===== src/fawp_pkg.sv =====
// constants and carriers for the flash access and write protection block
// assumes a single 40 MHz clock and synchronous active-high reset
// What this block does
// RULE_01: disable fuse x at 0 with reenable fuse x at 1 bypasses access protect
// RULE_02: disable fuse 0 programmable only after debug and access fuses are 0
// RULE_03: disable fuse x programmable only after reenable fuse x-1 is 0
// RULE_04: reenable fuse x at 0 with disable fuse x+1 at 1 reapplies protection
// RULE_05: reenable fuse x programmable only after disable fuse x is 0
// RULE_06: sixteen disable and reenable fuse pairs exist
// RULE_07: temporary unprotect bit at 1 suspends access protection
// RULE_08: temporary unprotect bit set only by writes fetched from flash
// RULE_09: protected flash data reads allowed only for flash fetched code
// RULE_10: protected flash data writes from ram or external code are discarded
// RULE_11: protected flash read from outside returns dummy data and trap 0x009b
// RULE_12: protected flash blocks peripheral event transfer data accesses
// RULE_13: protected flash blocks control register writes, reads stay allowed
// RULE_14: sectors with write protect fuse at 0 cannot be programmed or erased
// RULE_15: set protection writing 1 to sector bits lifts their protection
// RULE_16: reset or set protection writing 0 restores sector write protection
// RULE_17: temporary unprotection touches only the volatile copy, not the fuses
// RULE_18: reset or clearing temporary unprotect bit restores access protection
// RULE_19: software enables protection via unprotect, fuse program, then clear
// RULE_20: reset forces all protection active, then loads fuses into copies
// RULE_21: set protection launched from flash fetched code is refused
// RULE_22: bypass is the or over all sixteen per-index disable conditions
`default_nettype none
package fawp_pkg;
    localparam int FAWP_PAIRS = 16;
    localparam int FAWP_SECTORS = 10;
    localparam logic [19:0] FAWP_OFS_REENABLE = 20'h8_dfbe;
    localparam logic [19:0] FAWP_OFS_DISABLE = 20'h8_dfbc;
    localparam logic [19:0] FAWP_OFS_APR0 = 20'h8_dfb8;
    localparam logic [19:0] FAWP_OFS_WPIR = 20'h8_dfb4;
    localparam logic [19:0] FAWP_OFS_TEMP = 20'h8_dfb0;
    localparam logic [15:0] FAWP_RST_REENABLE = 16'hffff;
    localparam logic [15:0] FAWP_RST_DISABLE = 16'hffff;
    localparam logic [15:0] FAWP_RST_WPIR = 16'h0000;
    localparam int FAWP_BIT_ACCESS_PROTECT_FUSE = 0;
    localparam int FAWP_BIT_DEBUG_PROTECT_FUSE = 1;
    localparam int FAWP_BIT_TEMP_UNPROTECT_BIT = 0;
    localparam logic [15:0] FAWP_TRAP_NUM = 16'h009b;
    localparam logic [15:0] FAWP_DUMMY_DATA = 16'h0000;

    typedef enum logic [1:0] {
        FAWP_SRC_FLASH,
        FAWP_SRC_INTERNAL_RAM,
        FAWP_SRC_EXTENSION_RAM,
        FAWP_SRC_EXT
    } fawp_src_t;

    typedef struct packed {
        logic [15:0] reenable;
        logic [15:0] disable_f;
        logic [15:0] wpir;
        logic access_protect_fuse;
        logic debug_protect_fuse;
    } fawp_fuse_t;

    typedef struct packed {
        logic valid;
        logic write;
        logic peripheral_event_transfer;
        fawp_src_t src;
        logic [19:0] addr;
        logic [15:0] wdata;
    } fawp_req_t;
endpackage : fawp_pkg
`default_nettype wire


===== src/fawp_bypass.sv =====
// per-index fuse pair decode into an access protect bypass
// assumes fuse vectors are the volatile copies
`default_nettype none
module fawp_bypass
    import fawp_pkg::*;
(
    input wire logic [15:0] disable_in,
    input wire logic [15:0] reenable_in,
    output logic bypass_out
);
    always_comb begin
        bypass_out = 1'b0;
        for (int i = 0; i < FAWP_PAIRS; i++) begin
            // a reenabled pair (rule 4) drops its own term; next pair governs
            bypass_out = bypass_out | (~disable_in[i] & reenable_in[i]); // RULE_01 RULE_04 RULE_22
        end
    end
endmodule : fawp_bypass
`default_nettype wire


===== src/fawp_top.sv =====
// flash access and write protection logic with volatile fuse copies
// assumes fuses are presented at reset and requests are synchronous to clk
`default_nettype none
module fawp_top
    import fawp_pkg::*;
(
    input wire logic clk_sys_in,
    input wire logic rst_in,
    input wire fawp_fuse_t nv_fuse_in,
    input wire fawp_req_t req_in,
    input wire logic [15:0] flash_rdata_in,
    input wire logic setprot_in,
    input wire fawp_src_t setprot_src_in,
    input wire logic [19:0] setprot_addr_in,
    input wire logic [15:0] setprot_data_in,
    input wire logic [FAWP_SECTORS-1:0] pe_sector_in,
    input wire logic pe_start_in,
    output logic [15:0] rdata_out,
    output logic rvalid_out,
    output logic trap_out,
    output logic [15:0] trap_num_out,
    output logic flash_wr_en_out,
    output logic pec_block_out,
    output logic ctrl_wr_en_out,
    output logic [FAWP_SECTORS-1:0] pe_allow_out,
    output logic setprot_done_out,
    output logic setprot_refused_out,
    output logic access_protected_out
);
    typedef struct packed {
        logic loaded;
        logic [15:0] disable_f;
        logic [15:0] reenable;
        logic [15:0] nv_disable;
        logic [15:0] nv_reenable;
        logic [15:0] wp_vol;
        logic [15:0] nv_wpir;
        logic access_protect_fuse;
        logic debug_protect_fuse;
        logic temp_unprotect_bit;
        logic [15:0] rdata;
        logic rvalid;
        logic trap;
        logic wr_en;
        logic pec_block;
        logic ctrl_wr;
        logic [FAWP_SECTORS-1:0] pe_allow;
        logic sp_done;
        logic sp_ref;
    } fawp_state_t;

    fawp_state_t st_ff;
    fawp_state_t nxt_st;
    logic bypass;
    logic prot;
    logic from_flash;
    logic ctrl_hit;
    logic flash_hit;

    function automatic logic is_flash_addr(input logic [19:0] a);
        return a < FAWP_OFS_TEMP;
    endfunction : is_flash_addr

    fawp_bypass u_bypass (
        .disable_in(st_ff.disable_f),
        .reenable_in(st_ff.reenable),
        .bypass_out(bypass)
    );

    assign from_flash = (req_in.src == FAWP_SRC_FLASH);
    assign prot = st_ff.access_protect_fuse == 1'b0 && !bypass && !st_ff.temp_unprotect_bit; // RULE_07 RULE_09
    assign ctrl_hit = !is_flash_addr(req_in.addr);
    assign flash_hit = is_flash_addr(req_in.addr);

    always_comb begin
        logic [15:0] d;
        d = 16'h0000;
        nxt_st = st_ff;
        nxt_st.rvalid = 1'b0;
        nxt_st.trap = 1'b0;
        nxt_st.wr_en = 1'b0;
        nxt_st.ctrl_wr = 1'b0;
        nxt_st.sp_done = 1'b0;
        nxt_st.sp_ref = 1'b0;
        nxt_st.pec_block = 1'b0;
        nxt_st.pe_allow = '0;
        if (!st_ff.loaded) begin
            // protections stay forced while copies are still empty
            nxt_st.loaded = 1'b1; // RULE_20
            nxt_st.disable_f = nv_fuse_in.disable_f;
            nxt_st.reenable = nv_fuse_in.reenable;
            nxt_st.nv_disable = nv_fuse_in.disable_f;
            nxt_st.nv_reenable = nv_fuse_in.reenable;
            nxt_st.wp_vol = nv_fuse_in.wpir;
            nxt_st.nv_wpir = nv_fuse_in.wpir;
            nxt_st.access_protect_fuse = nv_fuse_in.access_protect_fuse;
            nxt_st.debug_protect_fuse = nv_fuse_in.debug_protect_fuse;
        end else begin
            if (req_in.valid) begin
                if (flash_hit) begin
                    if (req_in.peripheral_event_transfer && prot) begin
                        nxt_st.pec_block = 1'b1; // RULE_12
                    end else if (!req_in.write) begin
                        nxt_st.rvalid = 1'b1;
                        if (prot && !from_flash) begin
                            nxt_st.rdata = FAWP_DUMMY_DATA; // RULE_11
                            nxt_st.trap = 1'b1; // RULE_11
                        end else begin
                            nxt_st.rdata = flash_rdata_in; // RULE_09
                        end
                    end else begin
                        nxt_st.wr_en = !(prot && !from_flash); // RULE_10
                    end
                end else if (ctrl_hit && req_in.write) begin
                    nxt_st.ctrl_wr = !prot && req_in.addr != FAWP_OFS_TEMP; // RULE_13
                    if (req_in.addr == FAWP_OFS_TEMP) begin
                        if (!req_in.wdata[FAWP_BIT_TEMP_UNPROTECT_BIT]) begin
                            nxt_st.temp_unprotect_bit = 1'b0; // RULE_18
                        end else if (from_flash) begin
                            nxt_st.temp_unprotect_bit = 1'b1; // RULE_08
                        end
                    end
                end else begin
                    nxt_st.rvalid = 1'b1;
                    case (req_in.addr)
                        FAWP_OFS_REENABLE: d = st_ff.nv_reenable;
                        FAWP_OFS_DISABLE: d = st_ff.nv_disable;
                        FAWP_OFS_WPIR: d = st_ff.nv_wpir; // RULE_17
                        FAWP_OFS_APR0: d = {14'h0000, st_ff.debug_protect_fuse, st_ff.access_protect_fuse};
                        FAWP_OFS_TEMP: d = {15'h0000, st_ff.temp_unprotect_bit};
                        default: d = 16'h0000;
                    endcase
                    nxt_st.rdata = d; // RULE_13
                end
            end
            if (pe_start_in) begin
                nxt_st.pe_allow = pe_sector_in & st_ff.wp_vol[FAWP_SECTORS-1:0]; // RULE_14
            end
            if (setprot_in) begin
                if (setprot_src_in == FAWP_SRC_FLASH || prot) begin
                    nxt_st.sp_ref = 1'b1; // RULE_21
                end else begin
                    nxt_st.sp_done = 1'b1;
                    case (setprot_addr_in)
                        FAWP_OFS_WPIR: begin
                            // volatile copy follows data; fuse only clears
                            nxt_st.wp_vol = setprot_data_in; // RULE_15 RULE_16 RULE_17
                            nxt_st.nv_wpir = st_ff.nv_wpir & setprot_data_in;
                        end
                        FAWP_OFS_APR0: begin
                            nxt_st.nv_disable = st_ff.nv_disable;
                            if (!setprot_data_in[FAWP_BIT_ACCESS_PROTECT_FUSE]) begin
                                nxt_st.access_protect_fuse = 1'b0;
                            end
                            if (!setprot_data_in[FAWP_BIT_DEBUG_PROTECT_FUSE]) begin
                                nxt_st.debug_protect_fuse = 1'b0;
                            end
                        end
                        FAWP_OFS_DISABLE: begin
                            for (int i = 0; i < FAWP_PAIRS; i++) begin // RULE_06
                                if (!setprot_data_in[i]) begin
                                    if (i == 0) begin
                                        if (!st_ff.debug_protect_fuse && !st_ff.access_protect_fuse) begin
                                            nxt_st.nv_disable[i] = 1'b0; // RULE_02
                                        end
                                    end else if (!st_ff.nv_reenable[i-1]) begin
                                        nxt_st.nv_disable[i] = 1'b0; // RULE_03
                                    end
                                end
                            end
                            nxt_st.disable_f = nxt_st.nv_disable;
                        end
                        FAWP_OFS_REENABLE: begin
                            for (int i = 0; i < FAWP_PAIRS; i++) begin
                                if (!setprot_data_in[i] && !st_ff.nv_disable[i]) begin
                                    nxt_st.nv_reenable[i] = 1'b0; // RULE_05
                                end
                            end
                            nxt_st.reenable = nxt_st.nv_reenable;
                        end
                        default: nxt_st.sp_ref = 1'b0;
                    endcase
                end
            end
        end
    end

    always_ff @(posedge clk_sys_in) begin
        if (rst_in) begin
            // all protections forced active until the fuses are loaded
            st_ff <= '0; // RULE_20 RULE_16 RULE_18
            st_ff.disable_f <= FAWP_RST_DISABLE;
            st_ff.reenable <= FAWP_RST_REENABLE;
            st_ff.nv_disable <= FAWP_RST_DISABLE;
            st_ff.nv_reenable <= FAWP_RST_REENABLE;
            st_ff.wp_vol <= FAWP_RST_WPIR;
            st_ff.nv_wpir <= FAWP_RST_WPIR;
            st_ff.rdata <= 16'h0000;
        end else begin
            st_ff <= nxt_st;
        end
    end

    assign rdata_out = st_ff.rdata;
    assign rvalid_out = st_ff.rvalid;
    assign trap_out = st_ff.trap;
    assign trap_num_out = FAWP_TRAP_NUM;
    assign flash_wr_en_out = st_ff.wr_en;
    assign pec_block_out = st_ff.pec_block;
    assign ctrl_wr_en_out = st_ff.ctrl_wr;
    assign pe_allow_out = st_ff.pe_allow;
    assign setprot_done_out = st_ff.sp_done;
    assign setprot_refused_out = st_ff.sp_ref;
    assign access_protected_out = prot | !st_ff.loaded;
endmodule : fawp_top
`default_nettype wire


===== config.mk =====
export PLATFORM = sky130hd
export DESIGN_NAME = fawp_top
export DESIGN_NICKNAME = d
export VERILOG_FILES = /design/src/fawp_pkg.sv /design/src/fawp_bypass.sv /design/src/fawp_top.sv
export SDC_FILE = /design/constraint.sdc
export NUM_CORES = 1
export LEC_CHECK = 0
export BUFFER_PORTS_ARGS = -buffer_cell sky130_fd_sc_hd__buf_2
export CAP_MARGIN = 20
export CORE_ASPECT_RATIO = 0.8
export CORE_UTILIZATION = 49
export DETAILED_ROUTE_END_ITERATION = 6
export PLACE_DENSITY = 0.91
export SYNTH_ARGS = -nofsm -noshare
export SYNTH_HDL_FRONTEND = slang
export SYNTH_SLANG_ARGS = --single-unit

===== constraint.sdc =====
create_clock -name clk_sys_in -period 2.4 [get_ports clk_sys_in]
set_input_delay 0.24 -clock clk_sys_in [delete_from_list [all_inputs] [get_ports clk_sys_in]]
set_output_delay 0.24 -clock clk_sys_in [all_outputs]
set_load 0.02 [all_outputs]

==> results_dict.tcl, run 1 <==
set metrics [dict create \
    status "completed" \
    ys_seq_area_share_pct 35.2 \
    timing_hold_violations_final 0 \
    setup.worst_path.start_class "flip-flop" \
    drv_cap 0 \
    drt_iter0_markers 696 \
    antenna_left 0 \
    synth_cells 634 \
    numClockSinks 95 \
    htreeDepth 3 \
    root_buffer "clkbuf_16" \
    critPathMaxStageDelay_ps 400 \
    holdWs_ps 98.5 \
    gp_congestion 0.903 \
    core-area_mm2 0.0105 \
    hp-class "in2reg" \
    grt_pass1_wl_um 25800 \
    track_usage_pct 29.1 \
    io_buffers 177 \
    dpl.cell_count 896 \
    tightest_slew_ps 638 \
    cp_data_required_time_ps 2640 \
    fillCellCount 910 \
    synth_edf_count 0 \
    post-place-ws_ps 203 \
    crit_buf_inv 2 \
    cts_tree "done" \
    dieArea_mm2 0.0114 \
    finalSetupTns_ps 0 \
    rows 33 \
    cts_buffers 9 \
    hold_buffers 0 \
    yosys_register_bits 95 \
    synthDistinctLibCells 63 \
    intPower_uw 2780 \
    final_max_slew_viol_count 0 \
    setup_ws_ps 180 \
    first_pass_iters 5 \
    cp_cell_sequence "inv_1 > a222oi_1 > and3_2 > a211o_1 > buf_4 > mux2i_1 > a211oi_1" \
    die-width_um 119 \
    yosys_warnings 0 \
    cts_buffer_depth 2 \
    p_sw_share_pct 28.1 \
    crit_family "compound AO/OA/AOI/OAI gates" \
    crit_slowest_cell "a222oi_1" \
    viasPerCell 6.07 \
    p_comb_share_pct 17.8 \
    wl_per_cell_um 18.0 \
    power_density_mw_per_mm2 600 \
    dpl_cell_area_mm2 0.00613 \
    setup_viol 0 \
    postCtsSetupBuffers 0 \
    final_area_mm2 0.00643 \
    nets 926 \
    clock_power_share_pct 37.4 \
    netlist_area_mm2 0.00540 \
    finClkSkew_ps 7.19 \
    initial_core_util_pct 51.5 \
    switchingPower_uw 1090 \
    grt_overflow 0 \
    ctsResizeCount 0 \
    areaGrowthSynthToFinish_pct 19.2 \
    grt_pass1_vias 4990 \
    period_share_pct 92.5 \
    io_pins 209 \
    crit_path_max_fanout 26 \
    fin_cells 913 \
    vias 5541 \
    synthArstFlopShare_pct 0 \
    ys.flop_type "dfxtp_1" \
    avgSynthCellArea_um2 8.51 \
    leakage_uw 0.00300 \
    peakVddDrop_v 0.000383 \
    drc 0 \
    clock_latency_ps 350 \
    critPathKind "reg2reg" \
    relSlewSlack_pct 57.5 \
    cp.arrival_ps 2460 \
    critPathCaptureType "flip-flop" \
    rsz0062_at_grt "false" \
    p_seq_share_pct 44.8 \
    fmax_ghz 0.451 \
    clkTransAtPathRegs_ps 70 \
    drive_gt1_share_pct 30.8 \
    grt_max_degree 63 \
    die_height_um 95.9 \
    dp_hpwl_um 12000 \
    antenna_found_initial 0 \
    drt-total-wl_um 16400 \
    fin_crit_ps 2220 \
]
-- power by group through the flow --
| stage | Clock, uW | Combinational, uW | Sequential [uW] |
|---|---|---|---|
| floorplan | 0 | 441 | 1740 |
| global placement | 0 | 658 | 1760 |
| detailed placement | 0 | 670 | 1760 |
| CTS | 1450 | 675 | 1730 |
| global route | 1530 | 747 | 1740 |
| finish | 1440 | 687 | 1730 |
-- kinds of logic after synthesis --
| logic type | share of synthesized area, % |
|---|---|
| other | 0.139 |
| flip-flops | 35.2 |
| buffers and inverters | 11.7 |
| AND/OR/NAND/NOR | 18.8 |
| AO/OA/AOI/OAI | 26.9 |
| multiplexers | 7.14 |
-- metal layers --
layer,part of all wire (%),vias up,track usage (%)
li1,-,2568,-
met5,0,-,0
met4,1.4,0,8.54
met1,42,2592,38.5
met2,45,354,46.8
met3,12,27,7.76
-- worst paths after layout --
kind	end	slack, ps	from	depth (start not counted)
worst max-delay path	st_ff[59]$_SDFFE_PP0P_	180	flip-flop	7
worst min-delay path	st_ff[100]$_SDFFE_PP1P_	100	nv_fuse_in[34]	2
worst min register to register	pe_allow_out[5]$_SDFF_PP0_	480	st_ff[57]$_SDFFE_PP0P_	1
worst max register to register	st_ff[59]$_SDFFE_PP0P_	180	flip-flop	7
-- cells in the mapped netlist, drive strengths merged (14+ instances only) --
cell | instances | area [um^2]
clkbuf | 33 | 124
a211o | 16 | 140
nand3 | 15 | 75.1
o211ai | 17 | 128
mux2i | 34 | 340
a211oi | 28 | 250
dfxtp | 95 | 1900
o21ai | 14 | 70.1
nor2 | 41 | 154
inv | 19 | 71.3
buf | 57 | 432
a21oi | 48 | 240
nand2 | 65 | 244
nor3 | 21 | 116
-- area by class of cell --
| cell class | instances | area (um^2) | share of cell area, % |
|---|---|---|---|
| Clock buffer | 10 | 239 | 3.71 |
| Tap cell | 140 | 175 | 2.72 |
| Sequential cell | 95 | 1900 | 29.6 |
| Antenna cell | 1 | 2.50 | 0.0389 |
| Timing Repair Buffer | 198 | 1060 | 16.4 |
| Multi-Input combinational cell | 443 | 2920 | 45.4 |
| Clock inverter | 6 | 60.1 | 0.933 |
| Inverter | 20 | 75.1 | 1.17 |
-- per-stage QoR --
step	utilization [%]	power (uW)
2_1_floorplan	-	2180
3_5_place_dp	58.5	2430
4_1_cts	61.3	3860
3_3_place_gp	58.5	2420
5_1_grt	61.3	4010
6_report	61.4	3860
-- worst reg2reg max path, stage by stage (launching register included) --
cell      delay [ps]
dfxtp_1          390
inv_1             60
a222oi_1         400
and3_2           350
a211o_1          150
buf_4            330
mux2i_1          140
a211oi_1         300
-- layout by cell type (no fill, tap or decap), types with 17 or more instances in the layout --
cell / count
buf_2: 177
mux2i_1: 34
nand2_1: 65
a21oi_1: 48
nor3_1: 20
o211ai_1: 17
inv_1: 18
nor2_1: 41
buf_4: 20
a211oi_1: 20
dfxtp_1: 94
Power figures use the tool's default switching activity.
==> inputs of run 2 (changes only) <==
CORE_UTILIZATION = 50   (was 49)
PLACE_DENSITY = 0.93   (was 0.91)
==> run 2 against run 1 <==
- via count fell by 0.25%
- flip-flop and latch count unchanged
- clock power fell by 6%
- hold slack improved by 4.2 ps
- utilization is 0.42 points higher
- cell area decreased by 0.51%
- clock-buffer cell count increased by 2
- combinational power decreased by 2%
- largest cell class unchanged
==> results_dict.tcl, run 2 (synthesized netlist as in run 1, its figures left out) <==
set metrics [dict create \
    status "completed" \
    rsz0062_at_grt "false" \
    antenna_found_initial 2 \
    clock_latency_ps 340 \
    grt_pass1_wl_um 25300 \
    gp_congestion 0.880 \
    setup.worst_path.start_class "flip-flop" \
    viasPerCell 6.11 \
    switchingPower_uw 1050 \
    grt_pass1_vias 5039 \
    tightest_slew_ps 583 \
    final_cell_mix "buf_2, dfxtp_1, nand2_1" \
    postCtsSetupBuffers 0 \
    ctsResizeCount 0 \
    p_seq_share_pct 46.3 \
    post-place-ws_ps 163 \
    rrSetupSlack_ps 250 \
    cp.arrival_ps 1950 \
    root_buffer "clkbuf_16" \
    rows 33 \
    peakVddDrop_v 0.000378 \
    cts_buffers 9 \
    setup_ws_ps 214 \
    htreeDepth 3 \
    leakage_uw 0.00298 \
    core-area_mm2 0.0104 \
    fillCellCount 896 \
    drt-total-wl_um 16200 \
    power_density_mw_per_mm2 586 \
    vias 5527 \
    period_share_pct 91.1 \
    die_height_um 94.9 \
    first_pass_iters 5 \
    critPathCaptureType "output pin" \
    dieArea_mm2 0.0112 \
    areaGrowthSynthToFinish_pct 18.6 \
    antenna_left 0 \
    critPathKind "reg2out" \
    hp-class "in2reg" \
    fmax_ghz 0.457 \
    relSlewSlack_pct 60.7 \
    p_comb_share_pct 17.9 \
    drt_iter0_markers 781 \
    cp_data_required_time_ps 2160 \
    drive_gt1_share_pct 30.0 \
    cts_buffer_depth 2 \
    clock_power_share_pct 35.9 \
    numClockSinks 95 \
    finalSetupTns_ps 0 \
    p_sw_share_pct 27.9 \
    clkTransAtPathRegs_ps 60 \
    setup_viol 0 \
    nets 920 \
    die-width_um 118 \
    final_max_slew_viol_count 0 \
    intPower_uw 2700 \
    dp_hpwl_um 12000 \
    crit_path_max_fanout 8 \
    grt_max_degree 89 \
    final_common_cell "buf_2" \
    wl_per_cell_um 17.9 \
    io_pins 209 \
    drc 0 \
    cts_tree "done" \
    drv_cap 0 \
    fin_crit_ps 2190 \
    grt_overflow 0 \
    finClkSkew_ps 6.54 \
    timing_hold_violations_final 0 \
    track_usage_pct 29.0 \
    initial_core_util_pct 52.1 \
    hold_buffers 0 \
    io_buffers 177 \
]
## run 2: metal layers
metal | global-route usage (%) | part of all wire [%]
met5 | 0 | 0
met4 | 10.4 | 1.9
met2 | 46.2 | 45
met1 | 37.7 | 40
met3 | 8.15 | 12
## run 2: layout make-up
type,count,area (um^2),share of cell area [%]
clock inverter,1,5.00,0.0782
inverter,20,75.1,1.17
timing repair buffer,192,1050,16.4
clock buffer,12,267,4.16
tap,140,175,2.74
sequential,95,1900,29.7
antenna,2,5.00,0.0782
multi-input combinational,443,2920,45.7
## run 2: worst paths after layout
path,start,end,depth (start not counted)
worst max-delay path,flip-flop,access_protected_out,6
worst min-delay path,nv_fuse_in[46],st_ff[112]$_SDFFE_PP1P_,2
worst max register to register,flip-flop,st_ff[52]$_SDFFE_PP0P_,7
worst min register to register,st_ff[56]$_SDFFE_PP0P_,pe_allow_out[4]$_SDFF_PP0_,1
## run 2: per-stage QoR
step / total power, uW / cells / hold slack, ps / util, % / area [um^2]
finish: 3750 / 905 / 103 / 61.8 / 6400
global route: 3880 / 905 / 100 / 61.8 / 6400
CTS: 3750 / 903 / 95.5 / 61.7 / 6400
detailed placement: 2420 / 890 / 454 / 59.1 / 6120
global placement: 2400 / 890 / 448 / 59.1 / 6120
floorplan: 2180 / 648 / 358 / - / 5450
## run 2: power groups by stage
stage	sequential (uW)	combinational (uW)	clock, uW
6_report	1730	670	1350
5_1_grt	1740	723	1420
4_1_cts	1730	658	1360
3_5_place_dp	1760	655	0
3_3_place_gp	1760	639	0
2_1_floorplan	1740	441	0
## run 2: critical path, cell delays in order (launching register included)
cell and delay, ps:
dfxtp_1 380, inv_1 50, a222oi_1 430, and3_2 410, nand2_1 100, nand2_1 80
buf_2 160
